`src/shm_pkg.sv`:
```
// Constants, register map and state types of the sensor health monitor.
// Assumes one primary oscillator clock and a byte-wide internal register port.
package shm_pkg;

  localparam int ADDR_W = 8;
  localparam int DATA_W = 8;

  // Register map
  localparam logic [ADDR_W-1:0] ADDR_DEV_CTL    = 8'h10;
  localparam logic [ADDR_W-1:0] ADDR_DEV_CFG    = 8'h11;
  localparam logic [ADDR_W-1:0] ADDR_X_CFG      = 8'h12;
  localparam logic [ADDR_W-1:0] ADDR_Y_CFG      = 8'h13;
  localparam logic [ADDR_W-1:0] ADDR_DEV_STATUS = 8'h14;
  localparam logic [ADDR_W-1:0] ADDR_OSC_COUNT  = 8'h15;
  localparam logic [ADDR_W-1:0] ADDR_X_STDEFL   = 8'h18;
  localparam logic [ADDR_W-1:0] ADDR_Y_STDEFL   = 8'h19;

  // Field positions
  localparam int BIT_RESET_FLAG = 0;
  localparam int BIT_DEV_INIT   = 4;
  localparam int BIT_IDE        = 6;
  localparam int BIT_RES_HI     = 7;
  localparam int BIT_RES_LO     = 6;
  localparam int BIT_INIT_LOCK  = 0;
  localparam int BIT_SELFTEST   = 7;

  // Ordered reset request codes {hi, lo}
  localparam logic [1:0] RST_STEP1 = 2'h2;
  localparam logic [1:0] RST_STEP2 = 2'h1;
  localparam logic [1:0] RST_STEP3 = 2'h3;

  localparam logic [DATA_W-1:0] DATA_ZERO   = 8'h00;
  localparam logic [DATA_W-1:0] STDEFL_DFLT = 8'h80;

  // Oscillator monitor and clock CRC monitor
  localparam int PRESC_W = 10;
  localparam int CNT_W   = 8;
  localparam int DIV_W   = 8;
  localparam int CRC_W   = 8;
  localparam logic [CRC_W-1:0] CRC_POLY = 8'h07;
  localparam logic [CRC_W-1:0] CRC_SEED = 8'hff;
  localparam int CORES   = 2;

  localparam int CLK_PERIOD_NS = 20;
  localparam int STEP_TIME_US  = 128;
  localparam int INIT_W        = 8;

  typedef enum logic [1:0] {
    SEQ_IDLE = 2'b00,
    SEQ_ONE  = 2'b01,
    SEQ_TWO  = 2'b10
  } shm_seq_t;

endpackage : shm_pkg

```
`src/shm_mon_if.sv`:
```
// Carrier between the health top and its two monitor modules.
// Assumes all ends share the primary oscillator clock.
`timescale 1ns/1ps
`default_nettype none
interface shm_mon_if;
  import shm_pkg::*;
  logic [CNT_W-1:0] count;
  logic             crc_mismatch;
  modport osc  (output count);
  modport crc  (output crc_mismatch);
  modport core (input count, input crc_mismatch);
endinterface : shm_mon_if
`default_nettype wire

```
`src/shm_osc_mon.sv`:
```
// Free-running oscillator-monitor counter behind a 10-bit prescaler.
// Assumes clk_in is the primary oscillator and reset is the internal reset.
`timescale 1ns/1ps
`default_nettype none
module shm_osc_mon #(
  parameter int PRESC_BITS = shm_pkg::PRESC_W
) (
  input  wire logic clk_in,
  input  wire logic rst_n_in,
  shm_mon_if.osc    mon
);
  import shm_pkg::*;

  localparam logic [PRESC_BITS-1:0] PRESC_MAX = {PRESC_BITS{1'b1}};

  typedef struct packed {
    logic [PRESC_BITS-1:0] presc;
    logic [CNT_W-1:0]      count;
  } shm_osc_state_t;

  shm_osc_state_t st_reg, st_next;

  always_comb begin
    st_next = st_reg;
    st_next.presc = st_reg.presc + 1'b1;
    if (st_reg.presc == PRESC_MAX) begin
      st_next.count = st_reg.count + 1'b1;
    end
  end

  always_ff @(posedge clk_in) begin
    if (!rst_n_in) begin
      st_reg <= '0;
    end else begin
      st_reg <= st_next;
    end
  end

  // Read-only by construction: no write path reaches the counter
  assign mon.count = st_reg.count;
endmodule : shm_osc_mon
`default_nettype wire

```
`src/shm_clk_crc.sv`:
```
// Clock CRC monitor comparing the derived clock vectors of two DSP cores.
// Assumes both divider chains run from clk_in and share the internal reset.
`timescale 1ns/1ps
`default_nettype none
module shm_clk_crc (
  input  wire logic clk_in,
  input  wire logic rst_n_in,
  shm_mon_if.crc    mon
);
  import shm_pkg::*;

  typedef struct packed {
    logic [CORES-1:0][DIV_W-1:0] div;
    logic [CORES-1:0][CRC_W-1:0] crc;
    logic                        mismatch;
  } shm_crc_state_t;

  shm_crc_state_t st_reg, st_next;
  logic [CORES-1:0][CRC_W-1:0] crc_calc;

  function automatic logic [CRC_W-1:0] crc_upd(input logic [CRC_W-1:0] c,
                                               input logic [DIV_W-1:0] d);
    logic [CRC_W-1:0] r;
    r = c;
    for (int b = DIV_W - 1; b >= 0; b--) begin
      r = (r[CRC_W-1] ^ d[b]) ? ((r << 1) ^ CRC_POLY) : (r << 1);
    end
    return r;
  endfunction : crc_upd

  // Each divider bit k is the base clock divided by 2^(k+1), down to /256
  genvar g;
  generate
    for (g = 0; g < CORES; g++) begin : g_core
      assign crc_calc[g] = crc_upd(st_reg.crc[g], st_reg.div[g]);
    end
  endgenerate

  always_comb begin
    st_next = st_reg;
    for (int i = 0; i < CORES; i++) begin
      st_next.div[i] = st_reg.div[i] + 1'b1;
      st_next.crc[i] = crc_calc[i];
    end
    st_next.mismatch = (st_reg.crc[0] != st_reg.crc[1]);
  end

  always_ff @(posedge clk_in) begin
    if (!rst_n_in) begin
      st_reg     <= '0;
      st_reg.crc <= {CORES{CRC_SEED}};
    end else begin
      st_reg <= st_next;
    end
  end

  assign mon.crc_mismatch = st_reg.mismatch;
endmodule : shm_clk_crc
`default_nettype wire

```
`src/shm_health_top.sv`:
```
// Safety and health monitor: reset sources, oscillator monitor, clock
// CRC monitor and self-test control of a dual-axis sensor.
// Assumes a byte-wide internal register port fed by the serial front end.
`timescale 1ns/1ps
`default_nettype none
module shm_health_top #(
  parameter int                       INIT_CYCLES = 16,
  parameter logic [shm_pkg::DATA_W-1:0] X_STDEFL  = shm_pkg::STDEFL_DFLT,
  parameter logic [shm_pkg::DATA_W-1:0] Y_STDEFL  = shm_pkg::STDEFL_DFLT
) (
  input  wire logic                        clk_in,
  input  wire logic                        rst_n_in,
  input  wire logic [shm_pkg::ADDR_W-1:0]  reg_addr_in,
  input  wire logic                        reg_wr_in,
  input  wire logic                        reg_rd_in,
  input  wire logic [shm_pkg::DATA_W-1:0]  reg_wdata_in,
  output var  logic [shm_pkg::DATA_W-1:0]  reg_rdata_out,
  input  wire logic                        ana_uv_in,
  input  wire logic                        ana_ov_in,
  input  wire logic                        dig_uv_in,
  input  wire logic                        dig_ov_in,
  input  wire logic                        int_fault_in,
  output var  logic                        dev_reset_out,
  output var  logic                        init_busy_out,
  output var  logic                        accel_fail_resp_out,
  output var  logic                        selftest_x_out,
  output var  logic                        selftest_y_out,
  output var  logic                        offs_cancel_x_out,
  output var  logic                        offs_cancel_y_out
);
  import shm_pkg::*;

  localparam logic [INIT_W-1:0] INIT_LOAD = INIT_W'(INIT_CYCLES);

  typedef struct packed {
    logic [INIT_W-1:0] init_cnt;
    logic              reset_flag;
    logic              internal_data_error_flag;
    logic              lock;
    logic              st_x;
    logic              st_y;
    logic              fail_resp;
    logic              spi_rst;
    shm_seq_t          seq;
    logic [DATA_W-1:0] rdata;
  } shm_top_state_t;

  shm_top_state_t st_reg, st_next;
  shm_mon_if      mon_bus ();

  logic              dev_rst;
  logic              ana_fail;
  logic              dig_fail;
  logic              wr_ctl;
  logic              wr_cfg;
  logic              wr_x;
  logic              wr_y;
  logic              rd_status;
  logic [1:0]        res_code;
  logic [DATA_W-1:0] status_byte;

  function automatic logic hit(input logic [ADDR_W-1:0] a, input logic [ADDR_W-1:0] t);
    return a == t;
  endfunction : hit

  // Digital regulator faults cover both ground losses
  assign dig_fail = dig_uv_in | dig_ov_in;
  assign ana_fail = ana_uv_in | ana_ov_in;
  // Internal reset: pin, digital supply fault or completed request sequence
  assign dev_rst  = !rst_n_in | dig_fail | st_reg.spi_rst;

  assign wr_ctl    = reg_wr_in & hit(reg_addr_in, ADDR_DEV_CTL);
  assign wr_cfg    = reg_wr_in & hit(reg_addr_in, ADDR_DEV_CFG);
  assign wr_x      = reg_wr_in & hit(reg_addr_in, ADDR_X_CFG);
  assign wr_y      = reg_wr_in & hit(reg_addr_in, ADDR_Y_CFG);
  assign rd_status = reg_rd_in & hit(reg_addr_in, ADDR_DEV_STATUS);
  assign res_code  = {reg_wdata_in[BIT_RES_HI], reg_wdata_in[BIT_RES_LO]};

  always_comb begin
    status_byte                 = DATA_ZERO;
    status_byte[BIT_RESET_FLAG] = st_reg.reset_flag;
    status_byte[BIT_DEV_INIT]   = (st_reg.init_cnt != '0);
    status_byte[BIT_IDE]        = st_reg.internal_data_error_flag;
  end

  shm_osc_mon u_osc (
    .clk_in   (clk_in),
    .rst_n_in (!dev_rst),
    .mon      (mon_bus.osc)
  );

  shm_clk_crc u_crc (
    .clk_in   (clk_in),
    .rst_n_in (!dev_rst),
    .mon      (mon_bus.crc)
  );

  always_comb begin
    st_next = st_reg;

    // Initialization countdown after every device reset
    if (st_reg.init_cnt != '0) begin
      st_next.init_cnt = st_reg.init_cnt - 1'b1;
    end

    // Register reads; read data held until the next read
    if (reg_rd_in) begin
      case (reg_addr_in)
        ADDR_DEV_CTL:    st_next.rdata = {st_reg.seq == SEQ_TWO, st_reg.seq == SEQ_ONE,
                                          {(DATA_W-2){1'b0}}};
        ADDR_DEV_CFG:    st_next.rdata = DATA_W'(st_reg.lock) << BIT_INIT_LOCK;
        ADDR_X_CFG:      st_next.rdata = DATA_W'(st_reg.st_x) << BIT_SELFTEST;
        ADDR_Y_CFG:      st_next.rdata = DATA_W'(st_reg.st_y) << BIT_SELFTEST;
        ADDR_DEV_STATUS: st_next.rdata = status_byte;
        ADDR_OSC_COUNT:  st_next.rdata = mon_bus.count;
        ADDR_X_STDEFL:   st_next.rdata = X_STDEFL;
        ADDR_Y_STDEFL:   st_next.rdata = Y_STDEFL;
        default:         st_next.rdata = DATA_ZERO;
      endcase
    end

    // Status read clears; a set in the same cycle wins below
    if (rd_status) begin
      st_next.reset_flag = 1'b0;
      st_next.internal_data_error_flag        = 1'b0;
    end
    if (st_reg.init_cnt != '0 || ana_fail) begin
      st_next.reset_flag = 1'b1;
    end
    if (int_fault_in || mon_bus.crc_mismatch) begin
      st_next.internal_data_error_flag = 1'b1;
    end

    st_next.fail_resp = ana_fail;

    // Ordered reset request; a stray control write restarts the sequence
    if (wr_ctl) begin
      case (st_reg.seq)
        SEQ_IDLE: st_next.seq = (res_code == RST_STEP1) ? SEQ_ONE : SEQ_IDLE;
        SEQ_ONE:  st_next.seq = (res_code == RST_STEP2) ? SEQ_TWO :
                                (res_code == RST_STEP1) ? SEQ_ONE : SEQ_IDLE;
        SEQ_TWO: begin
          st_next.seq     = (res_code == RST_STEP1) ? SEQ_ONE : SEQ_IDLE;
          st_next.spi_rst = (res_code == RST_STEP3);
        end
        default:  st_next.seq = SEQ_IDLE;
      endcase
    end

    // Lock is write-once until the next device reset
    if (wr_cfg && reg_wdata_in[BIT_INIT_LOCK]) begin
      st_next.lock = 1'b1;
    end
    if (wr_x && !st_reg.lock) begin
      st_next.st_x = reg_wdata_in[BIT_SELFTEST];
    end
    if (wr_y && !st_reg.lock) begin
      st_next.st_y = reg_wdata_in[BIT_SELFTEST];
    end
  end

  always_ff @(posedge clk_in) begin
    if (dev_rst) begin
      st_reg          <= '0;
      st_reg.init_cnt <= INIT_LOAD;
    end else begin
      st_reg <= st_next;
    end
  end

  assign reg_rdata_out       = st_reg.rdata;
  assign dev_reset_out       = dev_rst;
  assign init_busy_out       = (st_reg.init_cnt != '0);
  assign accel_fail_resp_out = st_reg.fail_resp;
  assign selftest_x_out      = st_reg.st_x;
  assign selftest_y_out      = st_reg.st_y;
  // Offset cancellation would cancel the deflection, so it halts in self test
  assign offs_cancel_x_out   = !st_reg.st_x;
  assign offs_cancel_y_out   = !st_reg.st_y;
endmodule : shm_health_top
`default_nettype wire

```
`config.mk`:
```
export PLATFORM = sky130hd
export DESIGN_NAME = shm_health_top
export DESIGN_NICKNAME = d
export VERILOG_FILES = /design/src/shm_pkg.sv /design/src/shm_mon_if.sv /design/src/shm_osc_mon.sv /design/src/shm_clk_crc.sv /design/src/shm_health_top.sv
export SDC_FILE = /design/constraint.sdc
export NUM_CORES = 1
export LEC_CHECK = 0
export BUFFER_PORTS_ARGS = -buffer_cell sky130_fd_sc_hd__buf_2
export CORE_MARGIN = 2
export CORE_UTILIZATION = 62
export DETAILED_ROUTE_END_ITERATION = 12
export PLACE_DENSITY_LB_ADDON = 0.25
export SYNTH_ARGS = -nofsm -noshare
export SYNTH_HDL_FRONTEND = slang
export SYNTH_SLANG_ARGS = --single-unit
export TNS_END_PERCENT = 20
```
`constraint.sdc`:
```
create_clock -name clk_in -period 6.4 [get_ports clk_in]
set_clock_uncertainty 0.05 [all_clocks]
set_input_delay 1.28 -clock clk_in [delete_from_list [all_inputs] [get_ports clk_in]]
set_output_delay 1.28 -clock clk_in [all_outputs]
set_load 0.02 [all_outputs]
```
**Word-level counts from Yosys, hierarchy flattened**

Index checks and enable logic that the tools add are counted.

- Register bits: 76
- Output and inout port bits: 15
- Logic and storage cells: 117

- $add $sub $neg: 5
- Eq/ne operators: 15
- Muxes and demuxes: 23
- Bitwise operators: 41
- Reduce and logical (&&, ||, !) cells: 16

Operators by type and width:

| kind | number |
|---|---|
| 8-bit by 5-bit == test with 1-bit output, second input constant | 8 |
| 8-bit case mux with 7 select lines | 1 |
| 3-bit two-way mux | 16 |
| 3-bit inverter | 16 |
| 8-bit by 1-bit adder with 8-bit output, second input constant | 3 |
| 1-bit XOR | 16 |
| 10-bit by 1-bit adder with 10-bit output, second input constant | 1 |
| 10-bit == test, second input constant | 1 |
| 8-bit inequality test | 1 |
| 8-bit nonzero test | 1 |
| 8-bit by 1-bit subtractor with 8-bit output, second input constant | 1 |
| 2-bit == test, second input constant | 3 |
| 1-bit bitwise AND | 5 |
| 2-bit by 1-bit == test with 1-bit output, second input constant | 2 |
| 1-bit logical NOT | 4 |
| 2-bit two-way mux | 2 |
| 1-bit bitwise OR | 4 |
| 2-bit case mux with 2 select lines | 1 |
| 2-bit nonzero test | 2 |
| 2-bit OR reduction | 2 |
| 1-bit logical AND | 3 |
| 1-bit two-way mux | 3 |
| 2-bit logical NOT | 1 |
| 1-bit logical OR | 2 |
| 2-bit AND reduction | 1 |

**Longest topological paths before layout**

- Depth in word-level cells: 16
- Depth in mapped cells: 6
- Mapped depth without buffers: 6

**By module**

From an unflattened synthesis, not the netlist that was laid out.

- Cells, all modules: 395
- Area, all modules: 3683.5 um^2

By module, submodules not included:

| module | times used | cells each | area an instance (um^2) |
|---|---|---|---|
| shm_clk_crc | 1 | 152 | 1540.2 |
| shm_health_top | 1 | 150 | 1272.5 |
| shm_osc_mon | 1 | 93 | 870.8 |

**Worst setup path after synthesis**

OpenSTA, ideal clock, no wires.

- Kind: input to output
- From: input dig_ov_in
- To: output dev_reset_out
- Arrival time: 2.240 ns
- Setup slack: 2.830 ns
- Stages: 3
- Path buffers: 1
- Path through: nor4b_1 clkinv_1 clkbuf_1

- Longest elaborated chain between the ends: 3

Ends and longest elaborated chain:

| what | line | RTL |
|---|---|---|
| start: declaration | shm_health_top.sv:21 | `input wire logic dig_ov_in,` |
| 1-bit bitwise OR | shm_health_top.sv:67 | `assign dig_fail = dig_uv_in \| dig_ov_in;` |
| 1-bit bitwise OR (2 in series) | shm_health_top.sv:70 | `assign dev_rst = !rst_n_in \| dig_fail \| st_reg.spi_rst;` |
| end: declaration | shm_health_top.sv:23 | `output var logic dev_reset_out,` |

No other way between the ends.

**Final worst setup path**

Same ends and word-level chain as after synthesis.

==> results_dict.tcl <==
set metrics [dict create \
    outcome "complete, no violations" \
    crit_type "in -> out" \
    cts_made_buffers 9 \
    vias_per_cell 5.48 \
    clkLatencyLatePin_ns 0.34 \
    async_flop_share 0 \
    cts.repair.resized 0 \
    worstPathRequired_ns 5.07 \
    final_common_cell "dfxtp_1" \
    die-height_um 79.4 \
    ys.flop_type "dfxtp_1" \
    synth.largest_area_cell "dfxtp_1" \
    regToRegSetupSlack_ns 4.22 \
    min_period_ns 3.59 \
    coreArea_mm2 0.00551 \
    grt_pass1_vias 2603 \
    path_buf_inv 4 \
    antenna_found_initial 0 \
    relSlewSlack 0.424 \
    netlist.area_leader.share 0.432 \
    hp-start "u_osc.st_reg[8]" \
    path_cells "buf_2, nor4b_2, buf_4, clkinv_1, buf_2" \
    post-route-period-util 0.561 \
    synth-edff-count 0 \
    finalHoldViolCount 0 \
    place_area_mm2 0.00370 \
    diodes 0 \
    cpPeakStageDelay_ns 0.33 \
    htreeDepth 3 \
    die_area_mm2 0.00631 \
    seq_area_frac_synth 0.432 \
    p_leak_uw 0.00141 \
    holdWs_ns 0.403 \
    place_congestion 0.780 \
    hpwl_um 4370 \
    initial_core_util 0.640 \
    worstMarginPinSlew_ns 0.856 \
    layout_common_cells "dfxtp_1, xnor2_1, nor2_1" \
    synth_area_leaders "dfxtp_1, xnor2_1, xor2_1" \
    portBuffers 34 \
    final-setup-viol-count 0 \
    synth_area_mm2 0.00353 \
    crit_slowest_cell "buf_4" \
    avgSynthCellArea_um2 9.16 \
    worstRegToRegCells 5 \
    drc 0 \
    worstPathMaxFanout 30 \
    drtAntennaViolNets 0 \
    drv_slew 0 \
    wl_per_cell_um 13.2 \
    syn_inst 385 \
    cp_top_family "buffers and inverters" \
    area_delta_synth_final_pct 10.1 \
    holdBufCountCts 0 \
    grt_overflow 0 \
    cts_root_buf "clkbuf_8" \
    r2r_end "u_osc.mon.count[7]" \
    fillers 447 \
    rsz0062_at_grt "false" \
    drv_cap 0 \
    cts_setup_buffers 0 \
    cts_max_path_buffers 2 \
    drive_gt1_frac 0.133 \
    grt.total_usage 0.226 \
    ir_worst_vdd_mv 0.172 \
    clock_sinks 76 \
    crit-reg2reg-launch "u_osc.st_reg[8]" \
    largest_reg_flops 32 \
    clk_pin_slew_ns 0.07 \
    die_w_um 79.4 \
    drt-initial-drc-count 138 \
    row_count 27 \
    fin_nets 441 \
    cp-start-kind "input port" \
    min_path_type "reg -> reg" \
    ios 40 \
    dr_total_vias 2671 \
    fin_area_mm2 0.00388 \
    critPathMostFrequentCell "buf_2" \
    synth.distinct_cells 47 \
    finalSetupTns_ns 0 \
    first_pass_iters 4 \
    grt_pass1_wl_um 11200 \
    totalWireLength_um 6410 \
    hold_end "u_osc.st_reg[8]" \
    critPathArrivalTime_ns 2.26 \
    post-route-util 0.705 \
    synth_seq_cells 76 \
    dp_slack_ns 2.81 \
    cts_tree "done" \
    critPathCaptureType "output port" \
    synth_nets 415 \
    hold_depth 1 \
    ys_warn_count 0 \
    p_per_area_mw_per_mm2 230 \
    fmax_mhz 279 \
    fin_ws_ns 2.81 \
    grt_max_degree 52 \
]
-- cell families (layout without fill, tap and decap cells) --
logic type      Yosys count  in the layout  synth area share
simple gates            157            157             0.233
xor+xnor                 76             76             0.193
flops                    76             76             0.432
buf+inv                  32             62            0.0429
compound gates           31             31            0.0582
mux                       8              8            0.0231
fa+ha+maj                 5              5            0.0177
-- stage by stage --
step           total power (uW)  cells
6_report                    892    487
5_1_grt                     921    487
4_1_cts                     899    487
3_5_place_dp                553    472
3_3_place_gp                551    472
2_1_floorplan               536    385
-- metal layers --
metal / routed length [um] / vias up / global-route usage
met5: 0 / - / 0
met4: 72 / 0 / 0.0776
met3: 247 / 6 / 0.0543
met2: 3060 / 45 / 0.390
met1: 3030 / 1263 / 0.277
li1: - / 1357 / -
-- worst register-to-register path, delay by kind of cell (launching register included) --
kind	cells	cell delay, ns
AOI/OAI and AO/OA	2	0.41
adders and majority gates	1	0.20
DFF	1	0.36
and+or+nand+nor	2	1.06
-- cell type report --
class | count | area, um2 | share of cell area
clock inverter | 2 | 35.0 | 0.00903
tap | 72 | 90.1 | 0.0232
clock buffer | 13 | 149 | 0.0384
multi-input combinational | 277 | 1860 | 0.479
sequential | 76 | 1520 | 0.392
timing repair buffer | 36 | 185 | 0.0477
inverter | 11 | 41.3 | 0.0106
-- synthesized netlist by cell type, drive strengths merged (3+ instances only) --
| master | count |
|---|---|
| nor2 | 40 |
| or3 | 3 |
| nand2b | 10 |
| nor3 | 7 |
| nor4 | 9 |
| nand2 | 31 |
| a21oi | 13 |
| nand4 | 7 |
| nand3 | 20 |
| nand4b | 3 |
| a31oi | 4 |
| xor2 | 29 |
| and2 | 4 |
| and3 | 9 |
| xnor2 | 46 |
| mux2i | 7 |
| nor4b | 4 |
| clkbuf | 11 |
| dfxtp | 76 |
| ha | 5 |
| inv | 10 |
| buf | 10 |
-- where the power goes --
group | switching (uW) | internal, uW
logic | 32.9 | 26.0
clock network | 160 | 189
registers | 5.57 | 479
total | 199 | 693
-- how the worst max path moves through the flow --
stage                   start       endpoint  slack, ns  cells after the start
finish              dig_ov_in  dev_reset_out       2.81                      5
global route        dig_ov_in  dev_reset_out       2.68                      5
CTS                 dig_ov_in  dev_reset_out       2.80                      5
detailed placement  dig_ov_in  dev_reset_out       2.81                      5
global placement    dig_ov_in  dev_reset_out       2.82                      5
floorplan           dig_ov_in  dev_reset_out       2.83                      3
Power figures use the tool's default switching activity.
